--- config.mk ---
export PLATFORM = sky130hd
export DESIGN_NAME = ext_irq_pins
export DESIGN_NICKNAME = d
export VERILOG_FILES = /design/src/include/ext_irq_pkg.sv /design/src/rtl/req_sync.sv /design/src/rtl/ext_irq_pins.sv
export SDC_FILE = /design/constraint.sdc
export NUM_CORES = 1
export LEC_CHECK = 0
export BUFFER_PORTS_ARGS = -buffer_cell sky130_fd_sc_hd__buf_2
export CAP_MARGIN = 40
export CORE_MARGIN = 5
export CORE_UTILIZATION = 56
export CTS_BUF_LIST = sky130_fd_sc_hd__clkbuf_8
export CTS_CLUSTER_SIZE = 10
export DETAILED_ROUTE_END_ITERATION = 12
export HOLD_SLACK_MARGIN = 0.15
export PLACE_DENSITY = 0.92
export SLEW_MARGIN = 15
export SYNTH_ARGS = -nofsm -noshare
export SYNTH_HDL_FRONTEND = slang
export SYNTH_SLANG_ARGS = --single-unit
--- constraint.sdc ---
create_clock -name clock -period 2 [get_ports clock]
set_input_delay 0.1 -clock clock [delete_from_list [all_inputs] [get_ports clock]]
set_output_delay 0.1 -clock clock [all_outputs]
set_load 0.005 [all_outputs]
--- src/include/ext_irq_pkg.sv ---
// Purpose: Shared constants and types for the external interrupt pin interface.
// Assumes: One 10 MHz system clock, asynchronous active-low reset.
// Notes: Types of sources 0 to 4 are defaults; priority is fixed by source index.
package ext_irq_pkg;

    localparam int NUM_SRC = 7;
    localparam int NUM_PINS = 9;
    localparam int NUM_TRIG = 5;
    localparam int TYPE_W = 8;

    // Pin index of each synchroniser in the bank.
    localparam int PIN_REQ0 = 0;
    localparam int PIN_REQ1 = 1;
    localparam int PIN_REQ2 = 2;
    localparam int PIN_REQ3 = 3;
    localparam int PIN_REQ4 = 4;
    localparam int PIN_DMA0 = 5;
    localparam int PIN_DMA1 = 6;
    localparam int PIN_TMR0 = 7;
    localparam int PIN_TMR1 = 8;

    // Vector types, index 0 in the low byte. Sources 0 to 4 are plain defaults.
    localparam logic [NUM_SRC-1:0][TYPE_W-1:0] VEC_TYPES =
        {8'h0b, 8'h0a, 8'h10, 8'h0f, 8'h0e, 8'h0d, 8'h0c};

    // Cycles that a cascade acknowledge is held before the type is sampled.
    localparam int ACK_HOLD_CYCLES = 2;

    localparam logic [TYPE_W-1:0] TYPE_RESET = 8'h00;
    localparam logic [NUM_SRC-1:0] PEND_RESET = 7'h00;

    typedef enum logic [1:0] {
        SEQ_IDLE,
        SEQ_CASCADE
    } seq_state_t;

endpackage : ext_irq_pkg

--- src/rtl/req_sync.sv ---
// Purpose: Two-stage synchroniser for one pin with registered edge pulses.
// Assumes: The pin is asynchronous to clock.
// Notes: Edges are taken between the second and third stage only.
module req_sync (
    input wire logic clock,
    input wire logic rst_n,
    input wire logic async_in,
    output logic level,
    output logic rise,
    output logic fall
);
    typedef struct packed {
        logic s1;
        logic s2;
        logic s3;
        logic rise;
        logic fall;
    } sync_t;

    sync_t cur_ff;
    sync_t nxt_ff;

    always_comb begin
        nxt_ff = cur_ff;
        nxt_ff.s1 = async_in;
        nxt_ff.s2 = cur_ff.s1;
        nxt_ff.s3 = cur_ff.s2;
        nxt_ff.rise = cur_ff.s2 & ~cur_ff.s3;
        nxt_ff.fall = ~cur_ff.s2 & cur_ff.s3;
    end

    always_ff @(posedge clock or negedge rst_n) begin
        if (!rst_n) begin
            cur_ff <= '0;
        end else begin
            cur_ff <= nxt_ff;
        end
    end

    assign level = cur_ff.s2;
    assign rise = cur_ff.rise;
    assign fall = cur_ff.fall;
endmodule : req_sync

--- src/rtl/ext_irq_pins.sv ---
// Purpose: External request side of the interrupt unit: pins, cascade, slave, demodulation.
// Assumes: Configuration inputs are static from the system clock domain; ext_type_in is
//          synchronous to clock and valid while an acknowledge or select is active.
// Notes: Fixed priority, lowest source index first; acknowledge pins are active low.
module ext_irq_pins #(
    parameter int ACK_CYCLES = ext_irq_pkg::ACK_HOLD_CYCLES
) (
    input wire logic clock,
    input wire logic rst_n,
    input wire logic ext_req_zero,
    input wire logic ext_req_one,
    input wire logic ext_req_two_in,
    output logic ext_req_two_out,
    output logic ext_req_two_oe,
    input wire logic ext_req_three_in,
    output logic ext_req_three_out,
    output logic ext_req_three_oe,
    input wire logic ext_req_four,
    input wire logic dma0_shared_req,
    input wire logic dma1_shared_req,
    input wire logic timer0_input,
    input wire logic timer1_input,
    input wire logic [ext_irq_pkg::NUM_TRIG-1:0] level_trigger,
    input wire logic [ext_irq_pkg::NUM_SRC-1:0] req_mask,
    input wire logic cascade_zero_en,
    input wire logic cascade_one_en,
    input wire logic slave_mode_en,
    input wire logic demod_en,
    input wire logic dma0_enabled,
    input wire logic dma0_ext_sync,
    input wire logic dma1_enabled,
    input wire logic dma1_ext_sync,
    input wire logic slave_irq_request,
    input wire logic core_ack,
    input wire logic [ext_irq_pkg::TYPE_W-1:0] ext_type_in,
    output logic irq_to_core,
    output logic [ext_irq_pkg::TYPE_W-1:0] irq_type,
    output logic irq_type_valid,
    output logic [ext_irq_pkg::NUM_SRC-1:0] req_pending,
    output logic timer0_route,
    output logic timer1_route,
    output logic gp_io_bit_31
);
    import ext_irq_pkg::*;

    localparam int CNT_W = (ACK_CYCLES > 1) ? $clog2(ACK_CYCLES) : 1;

    if (ACK_CYCLES < 1 || ACK_CYCLES > 256) begin : g_bad_ack
        $error("ACK_CYCLES must lie between 1 and 256.");
    end

    typedef struct packed {
        seq_state_t st;
        logic [NUM_SRC-1:0] pend;
        logic irq_out;
        logic [TYPE_W-1:0] type_q;
        logic type_valid;
        logic [2:0] win;
        logic [CNT_W-1:0] cnt;
        logic pin2_out;
        logic pin2_oe;
        logic pin3_out;
        logic pin3_oe;
        logic t0;
        logic t1;
        logic gpio31;
    } ctl_t;

    ctl_t cur_ff;
    ctl_t nxt_ff;

    logic [NUM_PINS-1:0] pin_raw;
    logic [NUM_PINS-1:0] pin_lvl;
    logic [NUM_PINS-1:0] pin_rise;
    logic [NUM_PINS-1:0] pin_fall;

    assign pin_raw = {timer1_input, timer0_input, dma1_shared_req, dma0_shared_req,
                      ext_req_four, ext_req_three_in, ext_req_two_in, ext_req_one,
                      ext_req_zero};

    // Every pin, the demodulator included, is synchronised before use.
    for (genvar gi = 0; gi < NUM_PINS; gi++) begin : g_sync
        req_sync u_sync (
            .clock(clock),
            .rst_n(rst_n),
            .async_in(pin_raw[gi]),
            .level(pin_lvl[gi]),
            .rise(pin_rise[gi]),
            .fall(pin_fall[gi])
        );
    end

    logic dma0_int_ok;
    logic dma1_int_ok;
    logic pin3_is_request;
    logic [NUM_SRC-1:0] src_lvl;
    logic [NUM_SRC-1:0] src_edge;
    logic [NUM_SRC-1:0] level_mode;
    logic [NUM_SRC-1:0] eligible;
    logic any_eligible;
    logic [2:0] top_src;

    assign dma0_int_ok = ~dma0_enabled | ~dma0_ext_sync;
    assign dma1_int_ok = ~dma1_enabled | ~dma1_ext_sync;
    assign pin3_is_request = ~cascade_one_en & ~slave_mode_en;

    // The shared pins never take the level setting.
    assign level_mode = {2'b00, level_trigger};

    always_comb begin
        src_lvl = '0;
        src_edge = '0;
        src_lvl[0] = pin_lvl[PIN_REQ0];
        src_edge[0] = pin_rise[PIN_REQ0];
        // In slave mode the second pin is the select strobe, not a request.
        src_lvl[1] = pin_lvl[PIN_REQ1] & ~slave_mode_en;
        src_edge[1] = pin_rise[PIN_REQ1] & ~slave_mode_en;
        // Cascade takes the third pin away from request duty; demodulation feeds it straight.
        src_lvl[2] = pin_lvl[PIN_REQ2] & ~cascade_zero_en;
        src_edge[2] = pin_rise[PIN_REQ2] & ~cascade_zero_en;
        src_lvl[3] = pin_lvl[PIN_REQ3] & pin3_is_request;
        src_edge[3] = pin_rise[PIN_REQ3] & pin3_is_request;
        if (demod_en) begin
            // The request-4 pin is ignored; its slot tracks the inverted demodulator.
            src_lvl[4] = ~pin_lvl[PIN_REQ2];
            src_edge[4] = pin_fall[PIN_REQ2];
        end else begin
            src_lvl[4] = pin_lvl[PIN_REQ4];
            src_edge[4] = pin_rise[PIN_REQ4];
        end
        src_edge[5] = pin_rise[PIN_DMA0] & dma0_int_ok;
        src_edge[6] = pin_rise[PIN_DMA1] & dma1_int_ok;
    end

    // Outside slave mode, masking gates the choice and the core request; the pending bit itself is kept.
    assign eligible = cur_ff.pend & ~req_mask;
    assign any_eligible = |eligible;

    always_comb begin
        top_src = 3'd0;
        for (int i = NUM_SRC - 1; i >= 0; i--) begin
            if (eligible[i]) begin
                top_src = 3'(i);
            end
        end
    end

    logic [NUM_SRC-1:0] clr;
    logic win_cascade_zero;
    logic win_cascade_one;

    assign win_cascade_zero = (top_src == 3'd0) && cascade_zero_en;
    assign win_cascade_one = (top_src == 3'd1) && cascade_one_en && !slave_mode_en;

    always_comb begin
        nxt_ff = cur_ff;
        clr = '0;
        nxt_ff.type_valid = 1'b0;

        case (cur_ff.st)
            SEQ_IDLE: begin
                if (slave_mode_en) begin
                    // The master's request on pin 0 comes first; select then marks the type.
                    if (pin_rise[PIN_REQ1] && pin_lvl[PIN_REQ0]) begin
                        nxt_ff.type_q = ext_type_in;
                        nxt_ff.type_valid = 1'b1;
                        clr[0] = 1'b1;
                    end
                end else if (core_ack && any_eligible) begin
                    nxt_ff.win = top_src;
                    if (win_cascade_zero || win_cascade_one) begin
                        nxt_ff.st = SEQ_CASCADE;
                        nxt_ff.cnt = CNT_W'(ACK_CYCLES - 1);
                    end else begin
                        nxt_ff.type_q = VEC_TYPES[top_src];
                        nxt_ff.type_valid = 1'b1;
                        clr[top_src] = 1'b1;
                    end
                end
            end
            SEQ_CASCADE: begin
                if (cur_ff.cnt == '0) begin
                    // The peripheral's type is taken on the last acknowledge cycle.
                    nxt_ff.type_q = ext_type_in;
                    nxt_ff.type_valid = 1'b1;
                    clr[cur_ff.win] = 1'b1;
                    nxt_ff.st = SEQ_IDLE;
                end else begin
                    nxt_ff.cnt = cur_ff.cnt - CNT_W'(1);
                end
            end
            default: begin
                nxt_ff.st = SEQ_IDLE;
            end
        endcase

        // A new edge in the clearing cycle wins, so no request is lost.
        for (int i = 0; i < NUM_SRC; i++) begin
            if (level_mode[i]) begin
                nxt_ff.pend[i] = src_lvl[i];
            end else begin
                nxt_ff.pend[i] = (cur_ff.pend[i] & ~clr[i]) | src_edge[i];
            end
        end

        if (slave_mode_en) begin
            nxt_ff.irq_out = pin_lvl[PIN_REQ0];
        end else begin
            nxt_ff.irq_out = |(nxt_ff.pend & ~req_mask) && (nxt_ff.st == SEQ_IDLE);
        end

        // Pin drivers: acknowledges are low while the sequencer waits for a type.
        nxt_ff.pin2_oe = cascade_zero_en;
        nxt_ff.pin2_out = !((nxt_ff.st == SEQ_CASCADE) && (nxt_ff.win == 3'd0));
        nxt_ff.pin3_oe = cascade_one_en | slave_mode_en;
        if (slave_mode_en) begin
            nxt_ff.pin3_out = slave_irq_request;
        end else begin
            nxt_ff.pin3_out = !((nxt_ff.st == SEQ_CASCADE) && (nxt_ff.win == 3'd1));
        end

        // Timer inputs come from the demodulator while it is enabled.
        if (demod_en) begin
            nxt_ff.t0 = pin_lvl[PIN_REQ2];
            nxt_ff.t1 = ~pin_lvl[PIN_REQ2];
        end else begin
            nxt_ff.t0 = pin_lvl[PIN_TMR0];
            nxt_ff.t1 = pin_lvl[PIN_TMR1];
        end
        nxt_ff.gpio31 = pin_lvl[PIN_REQ2];
    end

    always_ff @(posedge clock or negedge rst_n) begin
        if (!rst_n) begin
            cur_ff.st <= SEQ_IDLE;
            cur_ff.pend <= PEND_RESET;
            cur_ff.irq_out <= 1'b0;
            cur_ff.type_q <= TYPE_RESET;
            cur_ff.type_valid <= 1'b0;
            cur_ff.win <= 3'd0;
            cur_ff.cnt <= '0;
            cur_ff.pin2_out <= 1'b1;
            cur_ff.pin2_oe <= 1'b0;
            cur_ff.pin3_out <= 1'b1;
            cur_ff.pin3_oe <= 1'b0;
            cur_ff.t0 <= 1'b0;
            cur_ff.t1 <= 1'b0;
            cur_ff.gpio31 <= 1'b0;
        end else begin
            cur_ff <= nxt_ff;
        end
    end

    assign ext_req_two_out = cur_ff.pin2_out;
    assign ext_req_two_oe = cur_ff.pin2_oe;
    assign ext_req_three_out = cur_ff.pin3_out;
    assign ext_req_three_oe = cur_ff.pin3_oe;
    assign irq_to_core = cur_ff.irq_out;
    assign irq_type = cur_ff.type_q;
    assign irq_type_valid = cur_ff.type_valid;
    assign req_pending = cur_ff.pend;
    assign timer0_route = cur_ff.t0;
    assign timer1_route = cur_ff.t1;
    assign gp_io_bit_31 = cur_ff.gpio31;
endmodule : ext_irq_pins

==> impl_results.md, run 1 <==
* Initial drt markers at about 180
* Async set or reset register ratio after synthesis at 100%
* Synthesized area at between 2000 and 3000 um2
* H-tree depth at 3
* Die extent in y at 81.2 um
* Drt total wl at approximately 7.2 mm
* Tot Pwr at approximately 3.3 mW
* First-pass GRT wire length at 11.7 mm
* Syn_area_per_cell at approximately 12 um2
* Pwr per Cell Area at 873 nW/um2
* Total core area at around 5000 um2
* DP Area at roughly 3200 um2
* Slew HR at 62.9%
* Register area share after synthesis at between 50 and 60%
* Crit start category: flop
* Clk slew on worst S/H paths at about 0.070 ns
* DR WL/cell at 17.0 um
* Antenna Cells at 0
* Post-synth net total at 288
* Antenna viol nets, final at 0
* Die area at ~6600 um2
* Final Cycle Share at 96.6%
* Nets at 390
* Clock Sinks at 62
* Detailed placement HPWL at around 5 mm
* Hold Crit Start: slave_mode_en
* Gate Count Post-Synth at approximately 250
* Post-synth top area cell: dfrtp_1
* Leakage at roughly 1.8 nW
* Worst reg2reg path startpoint: req_pending[2]
* Most frequent cells in the layout: 64 x buf_2, 59 x dfrtp_1, 33 x dlygate4sd3_1
* Post-placement cell count at 372
* Routed via count at roughly 2300
* Area contributors post-synth: dfrtp_1 53%, buf_4 4.0%, nor2b_1 3.5%, nand2_1 2.8%, nor2_1 2.0%
* Yosys warning count at 0
* Num CTS Buffers at 9
* Yosys top cell area share at 52.8%
* Critical path peak fanout at 6
* Final Skew at roughly 0.0064 ns
* Commonest non-fill, non-tap cell in the layout: buf_2
* Final critical-path required period at between 1.5 and 2 ns
* Max Root-Sink Buffers at 2
* Initial Utilization at 56.7%
* Vias in the first global route at between 2000 and 2500
* Yosys reg bits at between 60 and 70
* Final hold vios at 0
* Residual DRC at 0
* CP endpoint kind: flop
* Highest clock rate at slightly above 500 MHz
* Hold slack final at approximately 0.15 ns
* Fin cells at 424
* Synthesis-to-finish area growth at 34.6%
* CP max stage delay at 0.48 ns
* Root buffer cell: clkbuf_8
* Fin area at roughly 3800 um2
* Gr ovfl total at 0
* Crit Path Class: reg2reg
* Max-slew violations at 0
* TritonCTS clock tree: built
* Min-Delay Path Class: in2reg
* DR pass1 iterations at 4
* Crit path DAT at around 2.2 ns
* Status: finished clean
* Routability cong. at roughly 0.95
* Ports at 65
* Post-synth EDFFs at 0
* Unique masters post-synth at 67
* Overall die width at just over 80 um
* Final TNS setup at 0 ns
* Max-capacitance violation count at 0
* Slew @ Worst Pin at 0.556 ns
* WP data required at about 2.3 ns
* Setup violations, final at 0
* GR Util All Layers at 24.0%
* Critical path launch point: req_pending[2]
* Peak supply drop at ~650 uV
* Vias/cell at 5.44
* Main synth FF type: dfrtp_1
* Share of cells above drive strength 1 at between 30% and 40%
* Crit path cell chain: or2b_4 -> nand2_4 -> nor3_4 -> nor2_1 -> a2111oi_0 -> a2bb2oi_1
* Number of buffers added on ports at between 60 and 70
* RSZ-0062 raised after global routing: yes
* Initial antenna violation count at 0
* Worst-Skew Late Latency at roughly 0.34 ns
* Largest net degree at the start of global routing at just over 40
* Critical-path top delay cell: a2111oi_0
* Std-Cell Rows at 26
[stage by stage]
stage          setup slack [ns]  util, %
3_5_place_dp            0.00651     63.7
2_1_floorplan             0.221        -
3_3_place_gp            -0.0191     63.7
5_1_grt                 -0.0630     76.3
6_report                 0.0686     76.3
4_1_cts                  0.0110     75.0
[cell type report]
type | count | area, um2
inverter | 7 | 26.3
sequential | 62 | 1560
clock inverter | 4 | 68.8
multi-input combinational | 161 | 1180
fill | 350 | 1180
tap | 70 | 87.6
timing repair buffer | 108 | 746
clock buffer | 12 | 165
[worst max-delay path, delay by kind of cell, from the launching register on]
family	cells	cell delay [ns]
AOI/OAI and AO/OA	2	0.67
DFF	1	0.41
and+or+nand+nor	4	0.77
[power by group]
group          switching, mW  leakage [nW]  internal, mW
Sequential             0.106         0.739          1.39
Combinational          0.290         0.906         0.294
Clock                  0.469         0.124         0.797
Total                  0.864          1.77          2.48
[worst paths after layout]
kind	end	slack [ns]	cells past startpoint
setup / recovery	cur_ff[7]	0.07	6
hold / removal	req_pending[1]	0.15	2
setup reg to reg	cur_ff[7]	0.07	6
hold reg to reg	g_sync[3].u_sync.level	0.35	0
max in group asynchronous	cur_ff[29]	1.11	3
min in group asynchronous	req_pending[1]	0.28	2
[per-layer routing]
metal | part of all wire (%) | GRT usage [%]
met1 | 39 | 29.6
met4 | 1.6 | 10.8
met2 | 53 | 41.1
met5 | 0 | 0
met3 | 6.7 | 4.43
[registers in the layout (all words and copies together), names as in the netlist, 6 cells and up]
| register | count |
|---|---|
| req_pending | 7 |
| irq_type | 8 |
| g_sync.u_sync.cur_ff | 16 |
| cur_ff | 6 |
| g_sync.u_sync.rise | 7 |
| g_sync.u_sync.level | 9 |
[cells by family (layout without fill, tap and decap cells)]
logic type      count (synthesis)  in the layout  synth area share (%)
buf+inv                        24            131                  5.46
flops                          62             62                  54.7
simple gates                   97             97                  22.4
other cells                     1              1                 0.132
mux                             6              6                  2.29
compound gates                 57             57                  15.1
[what timing repair did]
item	in CTS	in global routing
resized for setup	0	12
buffers inserted	0	3
endpoints found under the hold margin	51	0
endpoints found under the setup margin	0	8
hold buffers	33	0
[synth_stat cells (3+ instances only)]
master / n
buf_4: 15
inv_1: 7
mux2_2: 4
nor2b_1: 16
a31oi_1: 3
nor2_1: 15
nand2_1: 21
nand2b_1: 7
or2b_2: 5
a221o_1: 4
dfrtp_1: 60
a21oi_1: 11
o21ai_0: 9
(Power assumes the default switching activity.)
==> run 2, diff against run 1 <==
--- a/config.mk
+++ b/config.mk
@@ -7,13 +7,12 @@
 export LEC_CHECK = 0
 export BUFFER_PORTS_ARGS = -buffer_cell sky130_fd_sc_hd__buf_2
 export CAP_MARGIN = 40
-export CORE_MARGIN = 5
-export CORE_UTILIZATION = 56
+export CORE_UTILIZATION = 60
 export CTS_BUF_LIST = sky130_fd_sc_hd__clkbuf_8
 export CTS_CLUSTER_SIZE = 10
 export DETAILED_ROUTE_END_ITERATION = 12
 export HOLD_SLACK_MARGIN = 0.15
-export PLACE_DENSITY = 0.92
+export PLACE_DENSITY = 0.95
 export SLEW_MARGIN = 15
 export SYNTH_ARGS = -nofsm -noshare
 export SYNTH_HDL_FRONTEND = slang
==> constraint.sdc (replaced) <==
create_clock -name clock -period 2.3 [get_ports clock]
set_input_delay 0.115 -clock clock [delete_from_list [all_inputs] [get_ports clock]]
set_output_delay 0.115 -clock clock [all_outputs]
set_load 0.005 [all_outputs]
==> run 2 against run 1 <==
  * Power decreased by 20%
  * Via count down 1.3%
  * Global-route usage up 5.3 points
  * Register-to-register slack better by 0.02 ns
  * Final cell count shrank 7.1%
  * Die area down 24%
  * Critical path depth up 1
  * Count of clock-buffer cells in the layout down 3
  * Combinational power decreased by 18%
  * Critical path type is now in2reg
  * Clock power fell by 30%
==> impl_results.md, run 2 (synthesis results as in run 1) <==
* Slew HR at 55.3% (-7.6 points)
* Max Root-Sink Buffers at 2 (unchanged)
* TritonCTS clock tree: built
* Min-Delay Path Class: in2reg
* Final Util at 81.2% (+4.8 points)
* Die area at 5010 um2 (-24%)
* DR pass1 iterations at 6 (+2)
* Root buffer cell: clkbuf_8
* Detailed placement HPWL at 4.49 mm (-10%)
* R2R setup slack at 0.09 ns (+0.02 ns)
* Worst-Skew Late Latency at 0.34 ns (about the same)
* Reg-to-reg endpoint: req_pending[6]
* Peak supply drop at 479 uV (-26%)
* Antenna Cells at 0 (unchanged)
* Final TNS setup at 0 ns (unchanged)
* WP data required at 2.52 ns (+0.26 ns)
* Initial antenna violation count at 0 (unchanged)
* Hold slack final at 0.178 ns (+0.0280 ns)
* Status: finished clean
* Nets at 378 (-3.1%)
* Post-CTS Resized at 0 (unchanged)
* Most flops, register: g_sync.u_sync.cur_ff
* CP endpoint kind: flop
* Clk slew on worst S/H paths at 0.06 ns (about the same)
* Max-slew violations at 0 (unchanged)
* Drt total wl at 6.71 mm (-7.0%)
* DR WL/cell at 17.0 um (about the same)
* RSZ-0062 raised after global routing: no
* Crit path DAT at 2.47 ns (+0.28 ns)
* Fill count at 297 (-15%)
* Post-CTS Repair Setup Buffers at 0 (unchanged)
* Commonest non-fill, non-tap cell in the layout: buf_2
* Final hold vios at 0 (unchanged)
* Gr ovfl total at 0 (unchanged)
* Std-Cell Rows at 24 (-7.7%)
* Vias/cell at 5.78 (+6.3%)
* Ports at 65 (unchanged)
* Number of buffers added on ports at 64 (unchanged)
* Pwr per Cell Area at 738 nW/um2 (-16%)
* Residual DRC at 0 (unchanged)
* Num CTS Buffers at 9 (unchanged)
* Hold Crit Start: level_trigger[2]
* Final Cycle Share at 98.2%
* Largest net degree at the start of global routing at 34 (-17%)
* Synthesis-to-finish area growth at 26.9%
* Setup violations, final at 0 (unchanged)
* Final Skew at 0.00749 ns (+0.00105 ns)
* Clock Sinks at 62 (unchanged)
* Routed via count at 2277 (-1.3%)
* Max-capacitance violation count at 0 (unchanged)
* Total core area at 4440 um2 (-11%)
* Crit start category: primary input
* Crit Path Class: in2reg
* Initial drt markers at 148 (-20%)
* First-pass GRT wire length at 10.9 mm (-7.0%)
* Final critical-path required period at about 2.3 ns
* Largest register FFs at 16 (unchanged)
* GR Util All Layers at 29.4% (+5.3 points)
* Initial Utilization at 63.9% (+7.2 points)
* Critical path peak fanout at 7 (+1)
* H-tree depth at 3 (unchanged)
* Min-Delay Path Depth at 3 (+1)
* Slew @ Worst Pin at 0.670 ns (+0.114 ns)
* Vias in the first global route at 2364 (-1.2%)
* Share of cells above drive strength 1 at 33.3% (-3.4 points)
* Highest clock rate at ~440 MHz
* Overall die width at 70.8 um (-13%)
* Antenna viol nets, final at 0 (unchanged)
* Die extent in y at 70.8 um (-13%)
* Leakage at 1.68 nW (-5.2%)
* Worst Hold End: req_pending[2]
* Routability cong. at 0.915 (-3.2%)
* Most frequent cells in the layout: 64 x buf_2, 60 x dfrtp_1, 30 x dlygate4sd3_1
* Worst Reg-to-Reg Cells at 5 (-1)
* Worst reg2reg path startpoint: cur_ff[29]
* CTS Hold Bufs at 30 (-9.1%)
-- run 2: cell count changes in the layout (fill, tap and decap cells not counted), moves of 3 or more --
cell / change
buf_4: -9
clkinv_2: +3
dlygate4sd3_1: -3
clkbuf_8: -3
-- run 2: how the worst max path moves through the flow --
stage	slack, ns	start	end	cells after the start
floorplan	0.52	cur_ff[29]	irq_to_core	6
global placement	0.36	cur_ff[29]	irq_to_core	6
detailed placement	0.29	cur_ff[29]	irq_to_core	6
CTS	0.12	slave_mode_en	req_pending[6]	7
global route	0.03	slave_mode_en	req_pending[6]	7
finish	0.04	slave_mode_en	req_pending[6]	7
-- run 2: area by class of cell --
| cell class | instances | area, um2 | share of cell area [%] |
|---|---|---|---|
| multi-input cells | 161 | 1130 | 31.4 |
| repair buffers | 96 | 648 | 18.0 |
| flip-flops and latches | 62 | 1550 | 43.1 |
| well taps | 52 | 65.1 | 1.80 |
| clock inverters | 7 | 57.6 | 1.60 |
| clock buffers | 9 | 124 | 3.43 |
| inverters | 7 | 26.3 | 0.728 |
-- run 2: critical path: stages --
cell	delay (ns)
dlygate4sd3_1	0.53
buf_2	0.19
nand2b_1	0.18
or3_1	0.40
o41ai_2	0.40
nand2_1	0.11
dlygate4sd3_1	0.56
-- run 2: layer usage --
metal	up-vias	share of wire, %	global-route usage, %
met2	102	51	50.4
li1	1051	-	-
met3	21	5.5	7.41
met5	-	0	0
met4	0	2.7	16.0
met1	1103	41	33.8
-- run 2: per-stage QoR --
stage	area (um2)	instances	total power [mW]	setup WS, ns
after floorplan	2840	247	1.61	0.521
after global placement	3130	348	1.73	0.358
after detailed placement	3130	348	1.74	0.287
after CTS	3610	394	2.67	0.117
after global routing	3610	394	2.78	0.0274
final	3610	394	2.66	0.0422
-- run 2: power breakdown --
| group | leakage (nW) | switching, mW | internal [mW] |
|---|---|---|---|
| registers | 0.740 | 0.0932 | 1.20 |
| clock network | 0.105 | 0.400 | 0.484 |
| logic | 0.832 | 0.242 | 0.238 |
==> run 3, diff against run 2 <==
--- a/config.mk
+++ b/config.mk
@@ -7,12 +7,12 @@
 export LEC_CHECK = 0
 export BUFFER_PORTS_ARGS = -buffer_cell sky130_fd_sc_hd__buf_2
 export CAP_MARGIN = 40
-export CORE_UTILIZATION = 60
+export CORE_UTILIZATION = 50
 export CTS_BUF_LIST = sky130_fd_sc_hd__clkbuf_8
 export CTS_CLUSTER_SIZE = 10
 export DETAILED_ROUTE_END_ITERATION = 12
 export HOLD_SLACK_MARGIN = 0.15
-export PLACE_DENSITY = 0.95
+export PLACE_DENSITY = 0.88
 export SLEW_MARGIN = 15
 export SYNTH_ARGS = -nofsm -noshare
 export SYNTH_HDL_FRONTEND = slang
==> constraint.sdc (replaced) <==
create_clock -name clock -period 1.9 [get_ports clock]
set_input_delay 0.095 -clock clock [delete_from_list [all_inputs] [get_ports clock]]
set_output_delay 0.095 -clock clock [all_outputs]
set_load 0.005 [all_outputs]
==> run 3 against run 2 <==
  * The flow now finishes with violations (negative setup slack)
  * Global-route usage is 3.5 points lower
  * Count of clock-buffer cells in the layout unchanged
  * Routed wire length is 7.0% higher
  * Critical path depth shrank 1
  * Sequential power grew 20%
  * Power rose by 38%
  * Die area increased by 19%
  * Non-clock buffer count grew 24
  * Register-to-register slack worse by 0.098 ns
  * Clock skew about the same
  * Combinational power up 41%
  * Worst setup slack got worse by 0.050 ns
  * Highest routed layer unchanged
==> impl_results.md, run 3 (synthesis results as in run 1) <==
* Status: complete, but fails checks
* Violated checks: negative setup slack
* Commonest non-fill, non-tap cell in the layout: buf_2
* R2R setup slack at -0.008 ns (-0.10 ns)
* CP endpoint kind: flop
* Critical-path top delay cell: or4b_4
* CP max stage delay at 0.58 ns (+0.02 ns)
* Gr ovfl total at 0 (unchanged)
* Clk slew on worst S/H paths at 0.07 ns (about the same)
* H-tree depth at 3 (unchanged)
* First-pass GRT wire length at 11.5 mm (+5.6%)
* Clock Sinks at 62 (unchanged)
* PnR worst setup slack at -0.00804 ns (-0.0502 ns)
* Detailed placement HPWL at 4.71 mm (+5.0%)
* Initial drt markers at 177 (+20%)
* Min-Delay Path Class: in2reg
* Final TNS setup at -0.00804 ns (-0.00804 ns)
* Ports at 65 (unchanged)
* Critical path peak fanout at 5 (-2)
* Die extent in y at 77.4 um (+9.3%)
* Antenna viol nets, final at 0 (unchanged)
* Fill count at 387 (+30%)
* Hold slack final at 0.182 ns (+0.00351 ns)
* Routed via count at 2359 (+3.6%)
* Nets at 402 (+6.3%)
* Overall die width at 77.4 um (+9.3%)
* Tot Pwr at 3.67 mW (+38%)
* Most flops, register: g_sync.u_sync.cur_ff
* Largest register FFs at 16 (unchanged)
* Setup violations, final at 1 (+1)
* Post-placement cell count at 384 (+10%)
* Pwr per Cell Area at 922 nW/um2 (+25%)
* Setup Slack @ Placement at -0.0938 ns (-0.381 ns)
* DR pass1 iterations at 4 (-2)
* Num CTS Buffers at 9 (unchanged)
* Final critical-path required period at about 1.9 ns
* Residual DRC at 0 (unchanged)
* WP data required at 2.12 ns (-0.40 ns)
* Antenna Cells at 0 (unchanged)
* Max Root-Sink Buffers at 2 (unchanged)
* RSZ-0062 raised after global routing: yes
* Final Cycle Share at 100%
* Initial Utilization at 51.6% (-12 points)
* Number of buffers added on ports at 64 (unchanged)
* DR WL/cell at 16.4 um (-3.7%)
* Crit path cell chain: or4b_4 -> nand2b_4 -> nand3b_4 -> nor3_2 -> nor4_2 -> a31oi_1
* Synthesis-to-finish area growth at 40.1%
* Worst-Skew Late Latency at 0.35 ns (about the same)
* Drt total wl at 7.18 mm (+7.0%)
* Total core area at 5510 um2 (+24%)
* Die area at 5990 um2 (+19%)
* Share of cells above drive strength 1 at 39.3% (+6.0 points)
* Final hold vios at 0 (unchanged)
* TritonCTS clock tree: built
* Max-capacitance violation count at 0 (unchanged)
* Vias in the first global route at 2465 (+4.3%)
* Routability cong. at 0.958 (+4.7%)
* GR Util All Layers at 25.9% (-3.5 points)
* Max-slew violations at 0 (unchanged)
* Initial antenna violation count at 0 (unchanged)
* Root buffer cell: clkbuf_8
* Final Skew at 0.00783 ns (+0.000333 ns)
* Leakage at 1.82 nW (+8.6%)
* Std-Cell Rows at 27 (+13%)
* Vias/cell at 5.39 (-6.8%)
* Crit start category: flop
* Crit path DAT at 2.13 ns (-0.34 ns)
* Largest net degree at the start of global routing at 32 (-5.9%)
* Highest clock rate at about 520 MHz
* Most frequent cells in the layout: 64 x buf_2, 58 x dfrtp_1, 35 x dlygate4sd3_1
* Peak supply drop at 774 uV (+62%)
* Fin cells at 438 (+11%)
* Crit Path Class: reg2reg
run 3: cell types whose count changed in the layout (fill, tap and decap cells not counted), sizes merged:
cell         before  now
bufinv            1    3
clkinvlp          0    2
dlygate4sd3      30   35
inv               9    7
buf              66   85
clkinv            4    2
run 3: critical path, delay by kind of cell (launching register included):
family / cells / cell delay [ns]
AO/OA/AOI/OAI: 1 / 0.13
flip-flops: 1 / 0.44
AND/OR/NAND/NOR: 5 / 1.20
run 3: cell type report:
class | count | area, um2 | share of cell area (%)
Sequential cell | 62 | 1560 | 39.1
Multi-Input combinational cell | 161 | 1220 | 30.7
Timing Repair Buffer | 120 | 841 | 21.1
Clock buffer | 9 | 124 | 3.11
Clock inverter | 7 | 123 | 3.08
Tap cell | 72 | 90.1 | 2.26
Inverter | 7 | 26.3 | 0.660
run 3: worst paths after layout:
| kind | startpoint | endpoint | cells past startpoint |
|---|---|---|---|
| setup / recovery | cur_ff[29] | irq_to_core | 6 |
| hold / removal | core_ack | cur_ff[7] | 4 |
| setup reg to reg | cur_ff[29] | irq_to_core | 6 |
| hold reg to reg | g_sync[3].u_sync.cur_ff[4] | g_sync[3].u_sync.level | 0 |
| max in group asynchronous | rst_n | ext_req_two_out | 3 |
| min in group asynchronous | rst_n | g_sync[8].u_sync.level | 2 |
run 3: metrics by stage:
stage                     utilization (%)  area [um2]
after global routing                 72.3        3980
after global placement               59.4        3270
final                                72.3        3980
after floorplan                         -        2840
after CTS                            70.7        3890
after detailed placement             59.4        3270
run 3: report_power, final:
part / leakage, nW / switching, mW / internal (mW)
combinational: 0.969 / 0.337 / 0.340
sequential: 0.737 / 0.106 / 1.46
clock: 0.116 / 0.557 / 0.874
total: 1.82 / 1.00 / 2.67
run 3: routing by layer:
metal	global-route usage (%)	share of wire (%)	routed length, um
met4	11.9	2.1	150
met2	43.3	51	3690
met5	0	0	0
met1	30.4	41	2910
met3	8.12	5.9	426
run 3: timing repair:
item                                    CTS  global route
hold buffers                             35             0
endpoints found under the setup margin    2             9
pin swaps                                 1             3
hold endpoints to repair                 90             0
setup buffers                             2             1
gates resized for setup                   3            16
